`src/design/arc_pkg.sv`:
```
package arc_pkg;

    // ----------------------------------------
    // Refresh control register bit positions
    // ----------------------------------------
    localparam int CTRL_SELF_REFRESH = 7;
    localparam int CTRL_PSRAM_EN     = 6;
    localparam int CTRL_DRAM_EN      = 5;
    localparam int CTRL_STROBE_MODE  = 4;
    localparam int CTRL_COL_WIDTH    = 3;
    localparam int CTRL_REFRESH_INDICATOR_PIN_PIN_EN  = 2;
    localparam int CTRL_RESERVED     = 1;
    localparam int CTRL_CYCLE_EN     = 0;

    // ----------------------------------------
    // Timer control/status bit positions
    // ----------------------------------------
    localparam int TMCSR_CMF     = 7;
    localparam int TMCSR_COMPARE_IRQ_ENABLE    = 6;
    localparam int TMCSR_CKS_HI  = 5;
    localparam int TMCSR_CKS_LO  = 3;

    // ----------------------------------------
    // Values after reset
    // ----------------------------------------
    localparam logic [7:0] CTRL_RESET    = 8'h02;
    localparam logic [7:0] TMCSR_RESET   = 8'h07;
    localparam logic [7:0] TMCSR_RO_ONES = 8'h07;
    localparam logic [7:0] CONST_RESET   = 8'hFF;
    localparam logic [7:0] COUNT_RESET   = 8'h00;
    localparam logic [2:0] CKS_OFF       = 3'h0;

    // Prescaler width: largest divider is 4096
    localparam int PRESC_W = 12;

    typedef enum logic [1:0] {CYC_IDLE, CYC_T1, CYC_T2, CYC_T3} arc_cyc_st_t;
    typedef enum logic [1:0] {REF_FIRST, REF_PEND, REF_BUS, REF_BUSY} arc_ref_st_t;
    typedef enum logic [1:0] {SR_OFF, SR_CAS, SR_BOTH} arc_sr_st_t;
    typedef enum logic [2:0] {OWN_NONE, OWN_EXT, OWN_REF, OWN_DMA, OWN_CPU} arc_own_t;

    // Low-bit mask of the prescaler for each divider code
    function automatic logic [PRESC_W-1:0] div_mask(input logic [2:0] cks);
        logic [PRESC_W-1:0] m;
        m = '0;
        unique case (cks)
            3'h0: m = 12'h0000;
            3'h1: m = 12'h0001;
            3'h2: m = 12'h0007;
            3'h3: m = 12'h001F;
            3'h4: m = 12'h007F;
            3'h5: m = 12'h01FF;
            3'h6: m = 12'h07FF;
            3'h7: m = 12'h0FFF;
        endcase
        return m;
    endfunction

endpackage

```
`src/design/arc_prescaler.sv`:
```
`timescale 1ns/1ps
`default_nettype none
module arc_prescaler
(
    input  wire logic       clk_i,
    input  wire logic       sys_rst_i,
    input  wire logic       clear_i,
    input  wire logic [2:0] cks_i,
    output logic            tick_o
);

    logic [arc_pkg::PRESC_W-1:0] presc_r;

    always_ff @(posedge clk_i)
    begin
        if (sys_rst_i || clear_i)
            presc_r <= '0;
        else
            presc_r <= presc_r + 12'h001;
    end

    // Code 0 stops the counter input altogether
    assign tick_o = (cks_i != arc_pkg::CKS_OFF) &&
                    ((presc_r & arc_pkg::div_mask(cks_i)) == arc_pkg::div_mask(cks_i));

endmodule
`default_nettype wire

```
`src/design/arc_addr_mux.sv`:
```
`timescale 1ns/1ps
`default_nettype none
module arc_addr_mux
(
    input  wire logic [23:0] addr_i,
    input  wire logic        col_phase_i,
    input  wire logic        col9_i,
    output logic      [23:0] addr_o
);

    always_comb
    begin
        addr_o = addr_i;
        if (col_phase_i)
        begin
            addr_o[7:1] = addr_i[16:10];
            if (col9_i)
            begin
                addr_o[9] = addr_i[18];
                addr_o[8] = addr_i[17];
            end
            else
            begin
                addr_o[9] = addr_i[9];
                addr_o[8] = addr_i[9];
            end
        end
    end

endmodule
`default_nettype wire

```
`src/design/arc_refresh_ctrl.sv`:
```
`timescale 1ns/1ps
`default_nettype none
module arc_refresh_ctrl
(
    input  wire logic        clk_i,
    input  wire logic        sys_rst_i,
    input  wire logic        standby_i,
    input  wire logic [7:0]  wdata_i,
    input  wire logic        ctrl_wr_i,
    input  wire logic        tmcsr_wr_i,
    input  wire logic        tmcsr_rd_i,
    input  wire logic        cnt_wr_i,
    input  wire logic        const_wr_i,
    output logic      [7:0]  refresh_control_reg_o,
    output logic      [7:0]  refresh_timer_ctrl_status_o,
    output logic      [7:0]  refresh_timer_counter_o,
    output logic      [7:0]  refresh_timer_constant_o,
    output logic             compare_match_interrupt_o,
    input  wire logic        three_state_access_bit_i,
    input  wire logic        wait_req_i,
    input  wire logic        ext_req_i,
    input  wire logic        dma_req_i,
    input  wire logic        cpu_req_i,
    output logic             grant_ext_o,
    output logic             grant_refresh_o,
    output logic             grant_dma_o,
    output logic             grant_cpu_o,
    input  wire logic        acc_start_i,
    input  wire logic        acc_write_i,
    input  wire logic        acc_upper_i,
    input  wire logic        acc_lower_i,
    input  wire logic [23:0] acc_addr_i,
    output logic             acc_done_o,
    output logic      [23:0] addr_o,
    output logic             area_chip_select_n_o,
    output logic             upper_write_strobe_n_o,
    output logic             lower_write_strobe_n_o,
    output logic             read_strobe_n_o,
    output logic             refresh_indicator_n_o
);

    // ----------------------------------------
    // Registers and mode decode
    // ----------------------------------------
    logic [7:0] ctrl_r;
    logic       cmf_r;
    logic       compare_irq_enable_r;
    logic [2:0] cks_r;
    logic [7:0] cnt_r;
    logic [7:0] const_r;
    logic       cmf_armed_r;
    logic       tick;
    logic       match;
    logic       mem_en;
    logic       dram_mode;
    logic       psram_mode;
    logic       ref_req;

    arc_pkg::arc_cyc_st_t cyc_r;
    arc_pkg::arc_ref_st_t ref_r;
    arc_pkg::arc_sr_st_t  sr_r;
    arc_pkg::arc_own_t    own_r;
    logic                 cyc_is_ref_r;
    logic                 acc_wr_r;
    logic                 acc_up_r;
    logic                 acc_lo_r;
    logic                 stby_d_r;

    assign mem_en     = ctrl_r[arc_pkg::CTRL_PSRAM_EN] | ctrl_r[arc_pkg::CTRL_DRAM_EN];
    assign dram_mode  = ~ctrl_r[arc_pkg::CTRL_PSRAM_EN] & ctrl_r[arc_pkg::CTRL_DRAM_EN];
    assign psram_mode = ctrl_r[arc_pkg::CTRL_PSRAM_EN] & ~ctrl_r[arc_pkg::CTRL_DRAM_EN];

    // Mode and self-refresh bits stay writable so software can leave memory mode
    always_ff @(posedge clk_i)
    begin
        if (sys_rst_i)
            ctrl_r <= arc_pkg::CTRL_RESET;
        else if (ctrl_wr_i)
        begin
            ctrl_r[7:5] <= wdata_i[7:5];
            if (!mem_en)
            begin
                ctrl_r[4:2] <= wdata_i[4:2];
                ctrl_r[0]   <= wdata_i[0];
            end
        end
    end

    always_ff @(posedge clk_i)
    begin
        if (sys_rst_i)
            const_r <= arc_pkg::CONST_RESET;
        else if (const_wr_i && !mem_en)
            const_r <= wdata_i;
    end

    always_ff @(posedge clk_i)
    begin
        if (sys_rst_i)
            cks_r <= arc_pkg::CKS_OFF;
        else if (tmcsr_wr_i && !mem_en)
            cks_r <= wdata_i[arc_pkg::TMCSR_CKS_HI:arc_pkg::TMCSR_CKS_LO];
    end

    always_ff @(posedge clk_i)
    begin
        if (sys_rst_i || standby_i || mem_en)
            compare_irq_enable_r <= 1'b0;
        else if (tmcsr_wr_i)
            compare_irq_enable_r <= wdata_i[arc_pkg::TMCSR_COMPARE_IRQ_ENABLE];
    end

    // ----------------------------------------
    // Timer counter and compare flag
    // ----------------------------------------
    arc_prescaler u_presc
    (
        .clk_i     (clk_i),
        .sys_rst_i (sys_rst_i),
        .clear_i   (standby_i),
        .cks_i     (cks_r),
        .tick_o    (tick)
    );

    assign match = tick && (cnt_r == const_r) && !standby_i;

    always_ff @(posedge clk_i)
    begin
        if (sys_rst_i || standby_i)
            cnt_r <= arc_pkg::COUNT_RESET;
        else if (cnt_wr_i && !mem_en)
            cnt_r <= wdata_i;
        else if (match)
            cnt_r <= arc_pkg::COUNT_RESET;
        else if (tick)
            cnt_r <= cnt_r + 8'h01;
    end

    always_ff @(posedge clk_i)
    begin
        if (sys_rst_i || standby_i)
            cmf_armed_r <= 1'b0;
        else if (tmcsr_wr_i)
            cmf_armed_r <= 1'b0;
        else if (tmcsr_rd_i && cmf_r)
            cmf_armed_r <= 1'b1;
    end

    // Setting wins over a clear in the same cycle
    always_ff @(posedge clk_i)
    begin
        if (sys_rst_i || standby_i)
            cmf_r <= 1'b0;
        else if (match)
            cmf_r <= 1'b1;
        else if (tmcsr_wr_i && !wdata_i[arc_pkg::TMCSR_CMF] && cmf_armed_r)
            cmf_r <= 1'b0;
    end

    assign compare_match_interrupt_o = cmf_r & compare_irq_enable_r;

    // ----------------------------------------
    // Refresh request state
    // ----------------------------------------
    always_ff @(posedge clk_i)
    begin
        if (sys_rst_i || standby_i || !(dram_mode || psram_mode))
            ref_r <= arc_pkg::REF_FIRST;
        else
        begin
            unique case (ref_r)
                arc_pkg::REF_FIRST:
                    if (match)
                        ref_r <= arc_pkg::REF_PEND;
                arc_pkg::REF_PEND:
                    if (match && ctrl_r[arc_pkg::CTRL_CYCLE_EN])
                        ref_r <= arc_pkg::REF_BUS;
                arc_pkg::REF_BUS:
                    if (own_r == arc_pkg::OWN_REF && cyc_r == arc_pkg::CYC_IDLE)
                        ref_r <= arc_pkg::REF_BUSY;
                arc_pkg::REF_BUSY:
                    // Matches seen here are simply dropped
                    if (cyc_r == arc_pkg::CYC_T3 && cyc_is_ref_r && !(three_state_access_bit_i && wait_req_i))
                        ref_r <= arc_pkg::REF_PEND;
            endcase
        end
    end

    assign ref_req = (ref_r == arc_pkg::REF_BUS) || (ref_r == arc_pkg::REF_BUSY);

    // ----------------------------------------
    // Bus arbiter
    // ----------------------------------------
    // Owner keeps the bus until its request drops; one idle cycle between owners
    always_ff @(posedge clk_i)
    begin
        if (sys_rst_i)
            own_r <= arc_pkg::OWN_NONE;
        else
        begin
            unique case (own_r)
                arc_pkg::OWN_NONE:
                    if (ext_req_i)
                        own_r <= arc_pkg::OWN_EXT;
                    else if (ref_req)
                        own_r <= arc_pkg::OWN_REF;
                    else if (dma_req_i)
                        own_r <= arc_pkg::OWN_DMA;
                    else if (cpu_req_i)
                        own_r <= arc_pkg::OWN_CPU;
                arc_pkg::OWN_EXT:
                    if (!ext_req_i)
                        own_r <= arc_pkg::OWN_NONE;
                arc_pkg::OWN_REF:
                    if (!ref_req)
                        own_r <= arc_pkg::OWN_NONE;
                arc_pkg::OWN_DMA:
                    if (!dma_req_i && cyc_r == arc_pkg::CYC_IDLE)
                        own_r <= arc_pkg::OWN_NONE;
                arc_pkg::OWN_CPU:
                    if (!cpu_req_i && cyc_r == arc_pkg::CYC_IDLE)
                        own_r <= arc_pkg::OWN_NONE;
                default:
                    own_r <= arc_pkg::OWN_NONE;
            endcase
        end
    end

    assign grant_ext_o     = (own_r == arc_pkg::OWN_EXT);
    assign grant_refresh_o = (own_r == arc_pkg::OWN_REF);
    assign grant_dma_o     = (own_r == arc_pkg::OWN_DMA);
    assign grant_cpu_o     = (own_r == arc_pkg::OWN_CPU);

    // ----------------------------------------
    // Three-state cycle engine
    // ----------------------------------------
    always_ff @(posedge clk_i)
    begin
        if (sys_rst_i || standby_i)
            cyc_r <= arc_pkg::CYC_IDLE;
        else
        begin
            unique case (cyc_r)
                arc_pkg::CYC_IDLE:
                    if ((ref_r == arc_pkg::REF_BUS && own_r == arc_pkg::OWN_REF) ||
                        (acc_start_i && mem_en && (grant_dma_o || grant_cpu_o)))
                        cyc_r <= arc_pkg::CYC_T1;
                arc_pkg::CYC_T1:
                    cyc_r <= arc_pkg::CYC_T2;
                arc_pkg::CYC_T2:
                    cyc_r <= arc_pkg::CYC_T3;
                arc_pkg::CYC_T3:
                    if (!(three_state_access_bit_i && wait_req_i))
                        cyc_r <= arc_pkg::CYC_IDLE;
            endcase
        end
    end

    always_ff @(posedge clk_i)
    begin
        if (sys_rst_i)
        begin
            cyc_is_ref_r <= 1'b0;
            acc_wr_r     <= 1'b0;
            acc_up_r     <= 1'b0;
            acc_lo_r     <= 1'b0;
        end
        else if (cyc_r == arc_pkg::CYC_IDLE)
        begin
            cyc_is_ref_r <= (ref_r == arc_pkg::REF_BUS && own_r == arc_pkg::OWN_REF);
            acc_wr_r     <= acc_write_i;
            acc_up_r     <= acc_upper_i;
            acc_lo_r     <= acc_lower_i;
        end
    end

    assign acc_done_o = (cyc_r == arc_pkg::CYC_T3) && !cyc_is_ref_r &&
                        !(three_state_access_bit_i && wait_req_i);

    arc_addr_mux u_amux
    (
        .addr_i      (acc_addr_i),
        .col_phase_i (dram_mode && !cyc_is_ref_r &&
                      (cyc_r == arc_pkg::CYC_T2 || cyc_r == arc_pkg::CYC_T3)),
        .col9_i      (ctrl_r[arc_pkg::CTRL_COL_WIDTH]),
        .addr_o      (addr_o)
    );

    // ----------------------------------------
    // Self-refresh around software standby
    // ----------------------------------------
    always_ff @(posedge clk_i)
    begin
        if (sys_rst_i)
            stby_d_r <= 1'b0;
        else
            stby_d_r <= standby_i;
    end

    always_ff @(posedge clk_i)
    begin
        if (sys_rst_i || !standby_i)
            sr_r <= arc_pkg::SR_OFF;
        else if (!stby_d_r && dram_mode && ctrl_r[arc_pkg::CTRL_SELF_REFRESH])
            sr_r <= arc_pkg::SR_CAS;
        else if (sr_r == arc_pkg::SR_CAS)
            sr_r <= arc_pkg::SR_BOTH;
    end

    // ----------------------------------------
    // Strobe mapping
    // ----------------------------------------
    logic busy;
    logic late;
    logic cas;
    logic ras;
    logic two_cas;

    assign busy    = (cyc_r != arc_pkg::CYC_IDLE);
    assign late    = (cyc_r == arc_pkg::CYC_T2) || (cyc_r == arc_pkg::CYC_T3);
    assign two_cas = ctrl_r[arc_pkg::CTRL_STROBE_MODE];
    // Refresh is CAS before RAS; accesses are RAS before CAS
    assign cas = (sr_r != arc_pkg::SR_OFF) || (cyc_is_ref_r ? busy : late);
    assign ras = (sr_r == arc_pkg::SR_BOTH) || (cyc_is_ref_r ? late : busy);

    always_comb
    begin
        area_chip_select_n_o   = 1'b1;
        upper_write_strobe_n_o = 1'b1;
        lower_write_strobe_n_o = 1'b1;
        read_strobe_n_o        = 1'b1;
        if (dram_mode)
        begin
            area_chip_select_n_o = ~ras;
            if (two_cas)
            begin
                upper_write_strobe_n_o = ~(cas && (cyc_is_ref_r || sr_r != arc_pkg::SR_OFF || acc_up_r));
                lower_write_strobe_n_o = ~(cas && (cyc_is_ref_r || sr_r != arc_pkg::SR_OFF || acc_lo_r));
                read_strobe_n_o        = ~(busy && !cyc_is_ref_r && acc_wr_r);
            end
            else
            begin
                read_strobe_n_o        = ~cas;
                upper_write_strobe_n_o = ~(late && !cyc_is_ref_r && acc_wr_r && acc_up_r);
                lower_write_strobe_n_o = ~(late && !cyc_is_ref_r && acc_wr_r && acc_lo_r);
            end
        end
        else if (psram_mode && busy && !cyc_is_ref_r)
        begin
            area_chip_select_n_o   = 1'b0;
            read_strobe_n_o        = ~(late && !acc_wr_r);
            upper_write_strobe_n_o = ~(late && acc_wr_r && acc_up_r);
            lower_write_strobe_n_o = ~(late && acc_wr_r && acc_lo_r);
        end
    end

    assign refresh_indicator_n_o = ~(busy && cyc_is_ref_r && ctrl_r[arc_pkg::CTRL_REFRESH_INDICATOR_PIN_PIN_EN]);

    assign refresh_control_reg_o       = ctrl_r | 8'h02;
    assign refresh_timer_ctrl_status_o = {cmf_r, compare_irq_enable_r, cks_r, 3'h7};
    assign refresh_timer_counter_o     = cnt_r;
    assign refresh_timer_constant_o    = const_r;
endmodule
`default_nettype wire

```
`config.mk`:
```
export PLATFORM = sky130hd
export DESIGN_NAME = arc_refresh_ctrl
export DESIGN_NICKNAME = d
export VERILOG_FILES = /design/src/design/arc_pkg.sv /design/src/design/arc_prescaler.sv /design/src/design/arc_addr_mux.sv /design/src/design/arc_refresh_ctrl.sv
export SDC_FILE = /design/constraint.sdc
export NUM_CORES = 1
export LEC_CHECK = 0
export BUFFER_PORTS_ARGS = -buffer_cell sky130_fd_sc_hd__buf_4
export CAP_MARGIN = 10
export CORE_UTILIZATION = 41
export CTS_CLUSTER_SIZE = 14
export DETAILED_ROUTE_END_ITERATION = 8
export PLACE_DENSITY = 0.68
export RECOVER_POWER = 50
export SLEW_MARGIN = 10
export SYNTH_ARGS = -nofsm -noshare
export SYNTH_HDL_FRONTEND = slang
export SYNTH_HIERARCHICAL = 1
export SYNTH_SLANG_ARGS = --single-unit
```
`constraint.sdc`:
```
create_clock -name clk_i -period 4.8 [get_ports clk_i]
set_input_delay 0.24 -clock clk_i [delete_from_list [all_inputs] [get_ports clk_i]]
set_output_delay 0.24 -clock clk_i [all_outputs]
set_load 0.1 [all_outputs]
```
==> results of run 1 <==
worst register-to-register path: stages (launching register included):
cell       delay [ns]
dfxtp_1          0.41
nand4_2          0.26
o31a_2           0.35
a2111oi_1        0.32
buf_4            0.25
inv_2            0.05
nor3_2           0.24
nand4_1          0.14
a222oi_1         0.52
mux2i_1          0.25
nor2_1           0.06
cell families after synthesis:
family	after synthesis	synth area share, %
AND/OR/NAND/NOR	138	24.00
buffers and inverters	50	9.281
flip-flops	55	34.17
AO/OA/AOI/OAI	90	17.40
other	1	0.1164
XOR/XNOR	11	3.224
adder cells (fa/ha/maj)	14	5.437
multiplexers	19	6.369
stage by stage:
stage,power [mW],util (%),cells,hold slack (ns),setup WS [ns]
after floorplan,0.8073,-,381,0.3187,0.8073
after global placement,0.8644,52.15,543,0.4565,1.952
after detailed placement,0.8672,52.15,543,0.4651,1.920
after CTS,1.129,53.40,551,0.1496,1.855
after global routing,1.155,51.48,551,0.1490,1.603
final,1.108,51.48,551,0.1575,1.845
layout by cell type, fill, tap and decap left out, types with 2 or more instances in the layout:
cell,Yosys,routed
xor2_1,9,9
or4_1,4,4
nand3_1,13,13
nor2_1,24,24
nand3b_1,3,3
nand4_1,2,2
or3b_1,6,6
clkbuf_1,9,38
mux2i_1,10,10
clkbuf_8,0,5
or3_1,2,2
conb_1,1,4
nand2_1,34,34
a211oi_1,2,2
a21oi_1,27,27
nor2b_1,3,3
dfxtp_1,55,55
buf_4,21,62
mux2_2,8,8
and3_1,13,13
clkinvlp_4,0,2
o21a_1,2,2
nor3_1,10,10
a211o_1,7,7
nor4_1,4,4
a31oi_1,9,9
a2bb2oi_1,2,2
o31ai_1,5,5
nand2b_1,3,3
and2_1,2,2
o21ai_0,25,25
inv_1,12,12
ha_1,14,14
sequential cells by signal (all words and copies together) (netlist names), 2 cells and up:
signal,cells
cks_r,3
ctrl_r,7
cyc_r,2
own_r,3
ref_r,2
refresh_timer_constant_o,8
refresh_timer_counter_o,8
sr_r,2
u_presc/presc_r,12
power groups by stage:
stage | combinational [mW] | sequential, mW | clock (mW)
final | 0.339 | 0.501 | 0.268
after global placement | 0.353 | 0.511 | 0
after global routing | 0.356 | 0.505 | 0.294
after floorplan | 0.203 | 0.604 | 0
after CTS | 0.356 | 0.502 | 0.272
after detailed placement | 0.356 | 0.512 | 0
per-layer routing:
layer,vias to the layer above,part of all wire [%]
li1,1471,-
met1,1387,46
met2,66,49
met3,4,4.1
met4,0,0.64
met5,-,0
area by class of cell:
| class | count | area (um^2) | share of cell area [%] |
|---|---|---|---|
| clock inverter | 3 | 23.77 | 0.6234 |
| multi-input combinational | 276 | 1839 | 48.23 |
| clock buffer | 5 | 68.82 | 1.804 |
| sequential | 55 | 1101 | 28.87 |
| timing repair buffer | 100 | 608.1 | 15.94 |
| tap | 99 | 123.9 | 3.248 |
| inverter | 13 | 48.80 | 1.280 |
how the worst max path moves through the flow:
stage | cells past startpoint | from | to
floorplan | 6 | ctrl_r[6] | lower_write_strobe_n_o
global placement | 10 | u_presc/presc_r[3] | ref_r[1]
detailed placement | 10 | u_presc/presc_r[3] | ref_r[1]
CTS | 8 | ctrl_r[6] | lower_write_strobe_n_o
global route | 10 | u_presc/presc_r[4] | ref_r[1]
finish | 10 | u_presc/presc_r[3] | ref_r[1]
==> results.md, run 1 <==
- Status: complete, but fails checks
- Failing checks: max-capacitance violations, max-slew violations
- Placed instance area: 3864 um^2
- Count leader, synth: dfxtp_1
- RePlAce Congestion: 0.8285
- ANT cells: 0
- Int Power: 0.6547 mW
- Most Used Layer, Global Route: met2
- Clock Sinks: 55
- Hold-fix buffers, CTS: 0
- Combinational Power Share: 30.6%
- Crit start category: flop
- Leak pwr: 1.495 nW
- Seq/Total Area, Yosys: 34.17%
- Max-slew violation count: 32
- Critical R2R Launch: u_presc/presc_r[3]
- Post-DP HPWL: 6168 um
- Area growth syn-to-layout: 18.37%
- Min-Delay Startpoint: tmcsr_wr_i
- RSZ-0062 raised after global routing: no
- Post-layout instance area: 3814 um^2
- Met2 Use GR: 33.46%
- Total grt overflow: 0
- Max-cap viol count: 1
- Initial antenna violation count: 0
- Core footprint: 7408 um^2
- Slew margin rel.: -0.1861%
- Clock skew: 0.009798 ns
- Global-route wire length before repair: 13370 um
- Unique cell type count in the Yosys netlist: 62
- CTS Buf Count: 5
- Required time worst endpoint: 5.01 ns
- DRT antenna net count: 0
- Crit Path Max Fanout: 11
- I/O pin count: 116
- Post-synthesis average cell area: 8.523 um^2
- Syn Inst Count: 378
- Clk_lat worst skew: 0.31 ns
- Yosys top cell by area: dfxtp_1
- Nets: 514
- Post-CTS Setup Inserts: 0
- PwrDens: 290.5 nW/um^2
- Yosys top cell area share: 34.17%
- Cells along the critical path: nand4_2 > o31a_2 > a2111oi_1 > buf_4 > inv_2 > nor3_2 > nand4_1 > a222oi_1 > mux2i_1 > nor2_1
- #FFs+latches synth: 55
- Die width: 90.65 um
- Synth Cell Area: 3222 um^2
- Chip Height: 90.65 um
- Switch share: 40.90%
- Clock transition at path regs: 0.11 ns
- First-pass DRT Iterations: 4
- Final Hold Vio Count: 0
- R2R depth: 10
- # DRC: 0
- Wirelength, routed: 8119 um
- GR Util All Layers: 19.92%
- Hold WC Path Type: input pin to flop
- Largest stage delay, worst path: 0.52 ns
- Ratio of cells with drive above 1 in the final layout: 20.58%
- Most frequent cells after synthesis: 55 x dfxtp_1, 34 x nand2_1, 27 x a21oi_1, 25 x o21ai_0, 24 x nor2_1
- Arr. time, crit path: 3.16 ns
- Reg power frac: 45.2%
- CTS Buffer Depth: 2
- PostCTS Resize Cnt: 0
- Initial Util: 43.49%
- Hold-critical path depth: 2
- Met3 Track Usage GR: 3.956%
- Post-synth EDFFs: 0
- Iter 0 DRT Violations: 116
- Crit-path leading delay family: compound AO/OA/AOI/OAI gates
- Fillcell total: 747
- Overall via count from detail_route: 2928
- Row count: 31
- Synth top area cells: dfxtp_1 34%, ha_1 5.4%, buf_4 4.9%
- H-tree depth: 2
- CTS tree: yes
- Tightest Pin Transition: 1.503 ns
- Pin count of the biggest net entering global routing: 33
- Die area: 8217 um^2
- Global Route met1 Usage: 26.74%
- Final Cycle Share: 61.57%
- Max Freq: 338.4 MHz
- Worst path slowest cell: a222oi_1
- Port bufs: 99
- Setup TNS: 0 ns
- Tmin final: 2.955 ns
- Clock share of power: 24.2%
- Terminating pin of the worst hold path: cmf_armed_r
- Post-synth ARST share: 0%
- Type of the worst setup path: flop to flop
- Top_reg_cell synth: dfxtp_1
- Crit path capture type: flop
- Routed wire per std cell: 14.74 um
- Worst R2R End: ref_r[1]
- Max IR drop VDD: 158.4 uV
- Final Setup Violations: 0
- Vias in the first global route: 2731
- R2r setup slk: 1.84 ns
- Buf/Inv on CP: 2
- Root buffer cell: clkbuf_8
- Yosys warning total: 6
- Switch Pwr: 0.4531 mW
- Vias per cell: 5.314
Note: power is estimated with default switching activity, not from simulation.
==> inputs of run 2 (changes only) <==
--- a/config.mk
+++ b/config.mk
@@ -10,7 +10,7 @@
 export CORE_UTILIZATION = 41
 export CTS_CLUSTER_SIZE = 14
 export DETAILED_ROUTE_END_ITERATION = 8
-export PLACE_DENSITY = 0.68
+export PLACE_DENSITY = 0.71
 export RECOVER_POWER = 50
 export SLEW_MARGIN = 10
 export SYNTH_ARGS = -nofsm -noshare
==> constraint.sdc (replaced) <==
create_clock -name clk_i -period 2.65 [get_ports clk_i]
set_input_delay 0.1325 -clock clk_i [delete_from_list [all_inputs] [get_ports clk_i]]
set_output_delay 0.1325 -clock clk_i [all_outputs]
set_load 0.1 [all_outputs]
==> run 2 against run 1 <==
The flow now finishes without violations. First-iteration DRC count fell by 5.2%. Combinational power rose by 83%. Register-to-register slack got worse by 1.7 ns. Clock skew rose by 0.0028 ns. Cell count rose by 0.91%. Core utilization rose by 1.4 points. Via count did not move. Worst setup slack got worse by 1.7 ns.
==> results.md, run 2 (synthesized netlist as in run 1, its figures left out) <==
- Area growth syn-to-layout: 21.59%
- Iter 0 DRT Violations: 110 (-5.2%)
- Max FFs per register: 12 (unchanged)
- PwrDens: 531.2 nW/um^2 (+83%)
- Vias in the first global route: 2756 (+0.92%)
- Pin count of the biggest net entering global routing: 33 (unchanged)
- Post-CTS Setup Inserts: 0 (unchanged)
- RePlAce Congestion: 0.8169 (-1.4%)
- Nets: 519 (+0.97%)
- Ratio of cells with drive above 1 in the final layout: 23.19% (+2.6 points)
- Port bufs: 99 (unchanged)
- I/O pin count: 116 (unchanged)
- Core footprint: 7408 um^2 (unchanged)
- GR Util All Layers: 19.71% (-0.20 points)
- Crit path capture type: flop
- CTS Buffer Depth: 2 (unchanged)
- Max-cap viol count: 0 (-1)
- Type of the worst setup path: flop to flop
- CTS tree: yes
- Non-filler cells, final: 556 (+0.91%)
- PostCTS Resize Cnt: 0 (unchanged)
- Total grt overflow: 0 (unchanged)
- Status: completed
- Placed instance area: 3961 um^2 (+2.5%)
- Int Power: 1.282 mW (+96%)
- Clock skew: 0.01262 ns (+0.002818 ns)
- Fillcell total: 738 (-1.2%)
- Crit start category: flop
- Final WS setup: 0.1498 ns (-1.695 ns)
- Routed wire per std cell: 14.55 um (-1.2%)
- Tightest Pin Transition: 1.445 ns (-0.05736 ns)
- Max Freq: 400.0 MHz (+18%)
- Post-place setup slack: 0.1757 ns (-1.744 ns)
- Chip Height: 90.65 um (unchanged)
- H-tree depth: 2 (unchanged)
- Clock share of power: 26.5% (+2.3 points)
- Clock transition at path regs: 0.10 ns (about the same)
- Reg power frac: 43.7% (-1.5 points)
- Clock Sinks: 55 (unchanged)
- Crit Path Max Fanout: 5 (-6)
- Hold-fix buffers, CTS: 0 (unchanged)
- Leak pwr: 1.535 nW (+2.6%)
- Die area: 8217 um^2 (unchanged)
- Global-route wire length before repair: 13290 um (-0.62%)
- Slew margin rel.: 3.638% (+3.8 points)
- Die width: 90.65 um (unchanged)
- Clk_lat worst skew: 0.31 ns (about the same)
- Max IR drop VDD: 269.8 uV (+70%)
- Post-DP HPWL: 6229 um (+0.99%)
- Most common cell after layout, fill and taps aside: buf_4
- ANT cells: 0 (unchanged)
- Hold WC Path Type: input pin to flop
- Overall via count from detail_route: 2928 (unchanged)
- Wirelength, routed: 8091 um (-0.34%)
- Switch share: 38.38% (-2.5 points)
- CTS Buf Count: 5 (unchanged)
- Post-layout instance area: 3918 um^2 (+2.7%)
- Most frequent cells in the layout: 65 x buf_4, 50 x dfxtp_1, 42 x clkbuf_1, 34 x nand2_1
- Switch Pwr: 0.7986 mW (+76%)
- Arr. time, crit path: 2.70 ns (-0.46 ns)
- R2r setup slk: 0.15 ns (-1.69 ns)
- Initial antenna violation count: 0 (unchanged)
- Row count: 31 (unchanged)
- Reg with most FFs: u_presc/presc_r
- Root buffer cell: clkbuf_8
- DRT antenna net count: 0 (unchanged)
- Initial Util: 43.49% (unchanged)
- Required time worst endpoint: 2.85 ns (-2.16 ns)
- First-pass DRT Iterations: 4 (unchanged)
- RSZ-0062 raised after global routing: no
- Vias per cell: 5.266 (-0.90%)
- Max-slew violation count: 0 (-100%)
- Combinational Power Share: 29.8% (-0.8 points)
- Pwr Total: 2.081 mW (+88%)
- # DRC: 0 (unchanged)
- Final Cycle Share: 94.35% (+33 points)
- Final Setup Violations: 0 (unchanged)
- Tmin final: 2.500 ns (-0.4551 ns)
- Final Hold Vio Count: 0 (unchanged)
- Placed cell count: 548 (+0.92%)
run 2: changes by cell type in the layout (fill, tap and decap cells not counted), sizes merged:
cell and change:
inv -1, bufinv +1, clkinvlp -2, clkbuf +4, buf +3
run 2: area by class of cell:
cell class / instances / area (um^2) / share of cell area, %
inverters: 13 / 48.80 / 1.246
clock inverters: 1 / 30.03 / 0.7665
flip-flops and latches: 55 / 1112 / 28.39
clock buffers: 7 / 76.32 / 1.948
repair buffers: 105 / 638.1 / 16.29
multi-input cells: 276 / 1888 / 48.20
well taps: 99 / 123.9 / 3.162
run 2: critical path, cell delays in order (launching register included):
cell       delay [ns]
dfxtp_1          0.41
nand2_1          0.10
o31a_2           0.37
a2111oi_4        0.28
inv_2            0.07
nor3_2           0.24
a41oi_1          0.14
a222oi_1         0.48
mux2i_1          0.24
nor2_1           0.05
run 2: final timing paths:
check,end,cells after the start,startpoint
worst max-delay path,ref_r[1],9,u_presc/presc_r[2]
worst min register to register,ctrl_r[2],2,ctrl_r[2]
worst max register to register,ref_r[1],9,u_presc/presc_r[2]
worst min-delay path,cmf_armed_r,2,tmcsr_wr_i
run 2: through the flow:
stage,hold slack (ns),setup TNS (ns),util (%)
floorplan,0.2112,-0.002915,-
global placement,0.2657,0,53.47
detailed placement,0.2657,0,53.47
CTS,0.03671,0,54.91
global route,0.04362,0,52.88
finish,0.04319,0,52.88
run 2: routing by layer:
layer | routed length [um] | share of wire, % | GRT usage (%) | vias to the layer above
li1 | - | - | - | 1486
met4 | 81 | 1.0 | 5.108 | 0
met5 | 0 | 0 | 0 | -
met3 | 321 | 4.0 | 2.778 | 7
met1 | 3701 | 46 | 25.88 | 1372
met2 | 3986 | 49 | 33.71 | 63
run 2: power by group through the flow:
| stage | registers, mW | logic (mW) | clock network (mW) |
|---|---|---|---|
| 5_1_grt | 0.916 | 0.650 | 0.600 |
| 3_3_place_gp | 0.928 | 0.645 | 0 |
| 6_report | 0.910 | 0.620 | 0.551 |
| 3_5_place_dp | 0.928 | 0.650 | 0 |
| 2_1_floorplan | 1.10 | 0.372 | 0 |
| 4_1_cts | 0.910 | 0.651 | 0.565 |
==> inputs of run 3 (changes only) <==
--- a/config.mk
+++ b/config.mk
@@ -10,6 +10,7 @@
 export CORE_UTILIZATION = 41
 export CTS_CLUSTER_SIZE = 14
 export DETAILED_ROUTE_END_ITERATION = 8
+export HOLD_SLACK_MARGIN = 0.12
 export PLACE_DENSITY = 0.71
 export RECOVER_POWER = 50
 export SLEW_MARGIN = 10
==> run 3 against run 2 <==
Power is 0.62% higher. Routed wire length increased by 1.8%. Cell count is 2.3% higher. Largest cell class unchanged. Largest power group unchanged. Highest routed layer unchanged.
==> results.md, run 3 (synthesized netlist as in run 1, its figures left out) <==
- Status: completed
- Max Freq: 398.1 MHz (-0.47%)
- CTS Buf Count: 5 (unchanged)
- Int Power: 1.291 mW (+0.71%)
- Wirelength, routed: 8233 um (+1.8%)
- Post-DP HPWL: 6229 um (unchanged)
- Worst R2R End: ref_r[1]
- Slew margin rel.: 19.75% (+16 points)
- Crit path from: u_presc/presc_r[2]
- Pwr Total: 2.094 mW (+0.62%)
- Root buffer cell: clkbuf_8
- Die area: 8217 um^2 (unchanged)
- Routed wire per std cell: 14.47 um (-0.57%)
- Reg with most FFs: u_presc/presc_r
- Final Cycle Share: 94.79% (+0.44 points)
- Final WS setup: 0.1381 ns (-0.01170 ns)
- Most frequent cells in the layout: 62 x buf_4, 50 x dfxtp_1, 45 x clkbuf_1, 34 x nand2_1
- PostCTS Resize Cnt: 0 (unchanged)
- R2R depth: 9 (unchanged)
- H-tree depth: 2 (unchanged)
- Initial antenna violation count: 0 (unchanged)
- # DRC: 0 (unchanged)
- Max-cap viol count: 0 (unchanged)
- Core footprint: 7408 um^2 (unchanged)
- Initial Util: 43.49% (unchanged)
- Arr. time, crit path: 2.72 ns (+0.02 ns)
- CTS Buffer Depth: 2 (unchanged)
- Clock Sinks: 55 (unchanged)
- Port bufs: 99 (unchanged)
- Critical R2R Launch: u_presc/presc_r[2]
- Setup TNS: 0 ns (unchanged)
- ANT cells: 0 (unchanged)
- CTS tree: yes
- Placed cell count: 548 (unchanged)
- GR Util All Layers: 20.14% (+0.43 points)
- Combinational Power Share: 30.2% (+0.4 points)
- RePlAce Congestion: 0.8169 (unchanged)
- Tmin final: 2.512 ns (+0.01170 ns)
- Max-slew violation count: 0 (unchanged)
- Reg power frac: 43.4% (-0.3 points)
- Most common cell after layout, fill and taps aside: buf_4
- Row count: 31 (unchanged)
- RSZ-0062 raised after global routing: no
- DRT antenna net count: 0 (unchanged)
- Post-place setup slack: 0.1757 ns (unchanged)
- R2r setup slk: 0.14 ns (about the same)
- Switch Pwr: 0.8025 mW (+0.49%)
- Area growth syn-to-layout: 25.28%
- I/O pin count: 116 (unchanged)
- Die width: 90.65 um (unchanged)
- Nets: 532 (+2.5%)
- CP Capture Point: ref_r[1]
- Placed instance area: 3961 um^2 (unchanged)
- Pin count of the biggest net entering global routing: 33 (unchanged)
- Overall via count from detail_route: 2978 (+1.7%)
- Total grt overflow: 0 (unchanged)
- Final Hold Vio Count: 0 (unchanged)
- Clock skew: 0.01347 ns (+0.0008563 ns)
- Hold WC Path Type: input pin to flop
- Required time worst endpoint: 2.85 ns (about the same)
- Type of the worst setup path: flop to flop
- Max FFs per register: 12 (unchanged)
- Max IR drop VDD: 260.0 uV (-3.6%)
- Clock transition at path regs: 0.10 ns (about the same)
- Switch share: 38.33% (-0.051 points)
- Ratio of cells with drive above 1 in the final layout: 21.91% (-1.3 points)
- Post-layout instance area: 4036 um^2 (+3.0%)
- Tightest Pin Transition: 1.209 ns (-0.2365 ns)
- Non-filler cells, final: 569 (+2.3%)
- Crit Path Max Fanout: 5 (unchanged)
- Iter 0 DRT Violations: 118 (+7.3%)
- Final Setup Violations: 0 (unchanged)
- Crit path capture type: flop
- Clk_lat worst skew: 0.31 ns (about the same)
- Chip Height: 90.65 um (unchanged)
- Clock share of power: 26.4% (about the same)
- Leak pwr: 1.581 nW (+3.0%)
- Post-CTS Setup Inserts: 0 (unchanged)
- First-pass DRT Iterations: 4 (unchanged)
- PwrDens: 518.8 nW/um^2 (-2.3%)
- Crit start category: flop
- Global-route wire length before repair: 13590 um (+2.2%)
- Vias per cell: 5.234 (-0.62%)
- Vias in the first global route: 2828 (+2.6%)
==> run 3: changes by cell type in the layout (fill, tap and decap cells not counted), sizes merged <==
cell,change
dlygate4sd3,+13
buf,-3
clkbuf,+3
==> run 3: worst max-delay path: stages, from the launching register on <==
cell,delay [ns]
dfxtp_1,0.42
nand2_1,0.10
o31a_2,0.37
a2111oi_4,0.28
inv_2,0.07
nor3_2,0.24
a41oi_1,0.14
a222oi_1,0.48
mux2i_1,0.24
nor2_1,0.05
==> run 3: layout make-up <==
class	instances	area (um^2)
clock inverters	1	30.03
fillers	727	3372
flip-flops and latches	55	1112
clock buffers	7	76.32
repair buffers	118	757.0
well taps	99	123.9
inverters	13	48.80
multi-input cells	276	1888
==> run 3: repair_timing <==
| item | 4_1_cts | 5_1_grt |
|---|---|---|
| hold buffers | 13 | 0 |
| endpoints found under the hold margin | 16 | 0 |
| endpoints found under the setup margin | 0 | 0 |
==> run 3: worst min path at each step <==
stage | end | cells past startpoint | slack [ns] | start
2_1_floorplan | cmf_armed_r | 1 | 0.21 | standby_i
3_3_place_gp | addr_o[22] | 0 | 0.27 | acc_addr_i[22]
3_5_place_dp | addr_o[22] | 0 | 0.27 | acc_addr_i[22]
4_1_cts | refresh_timer_counter_o[1] | 3 | 0.12 | wdata_i[1]
5_1_grt | ctrl_r[3] | 3 | 0.13 | ctrl_wr_i
6_report | ctrl_r[3] | 3 | 0.13 | ctrl_wr_i
==> run 3: layer usage <==
layer / wire length [um] / share of wire (%) / vias to the layer above / GRT usage [%]
li1: - / - / 1513 / -
met1: 3773 / 46 / 1402 / 26.14
met2: 4099 / 50 / 56 / 34.97
met3: 278 / 3.4 / 7 / 2.609
met4: 81 / 0.98 / 0 / 5.242
met5: 0 / 0 / - / 0
==> run 3: power groups by stage <==
| stage | sequential (mW) | clock [mW] | combinational [mW] |
|---|---|---|---|
| floorplan | 1.10 | 0 | 0.372 |
| global placement | 0.928 | 0 | 0.645 |
| detailed placement | 0.928 | 0 | 0.650 |
| CTS | 0.910 | 0.565 | 0.665 |
| global route | 0.916 | 0.600 | 0.664 |
| finish | 0.910 | 0.552 | 0.632 |
==> run 3: stage by stage <==
step	util, %	hold WS, ns
final	54.48	0.1262
after global routing	54.48	0.1297
after CTS	56.66	0.1207
after detailed placement	53.47	0.2657
after global placement	53.47	0.2657
after floorplan	-	0.2112
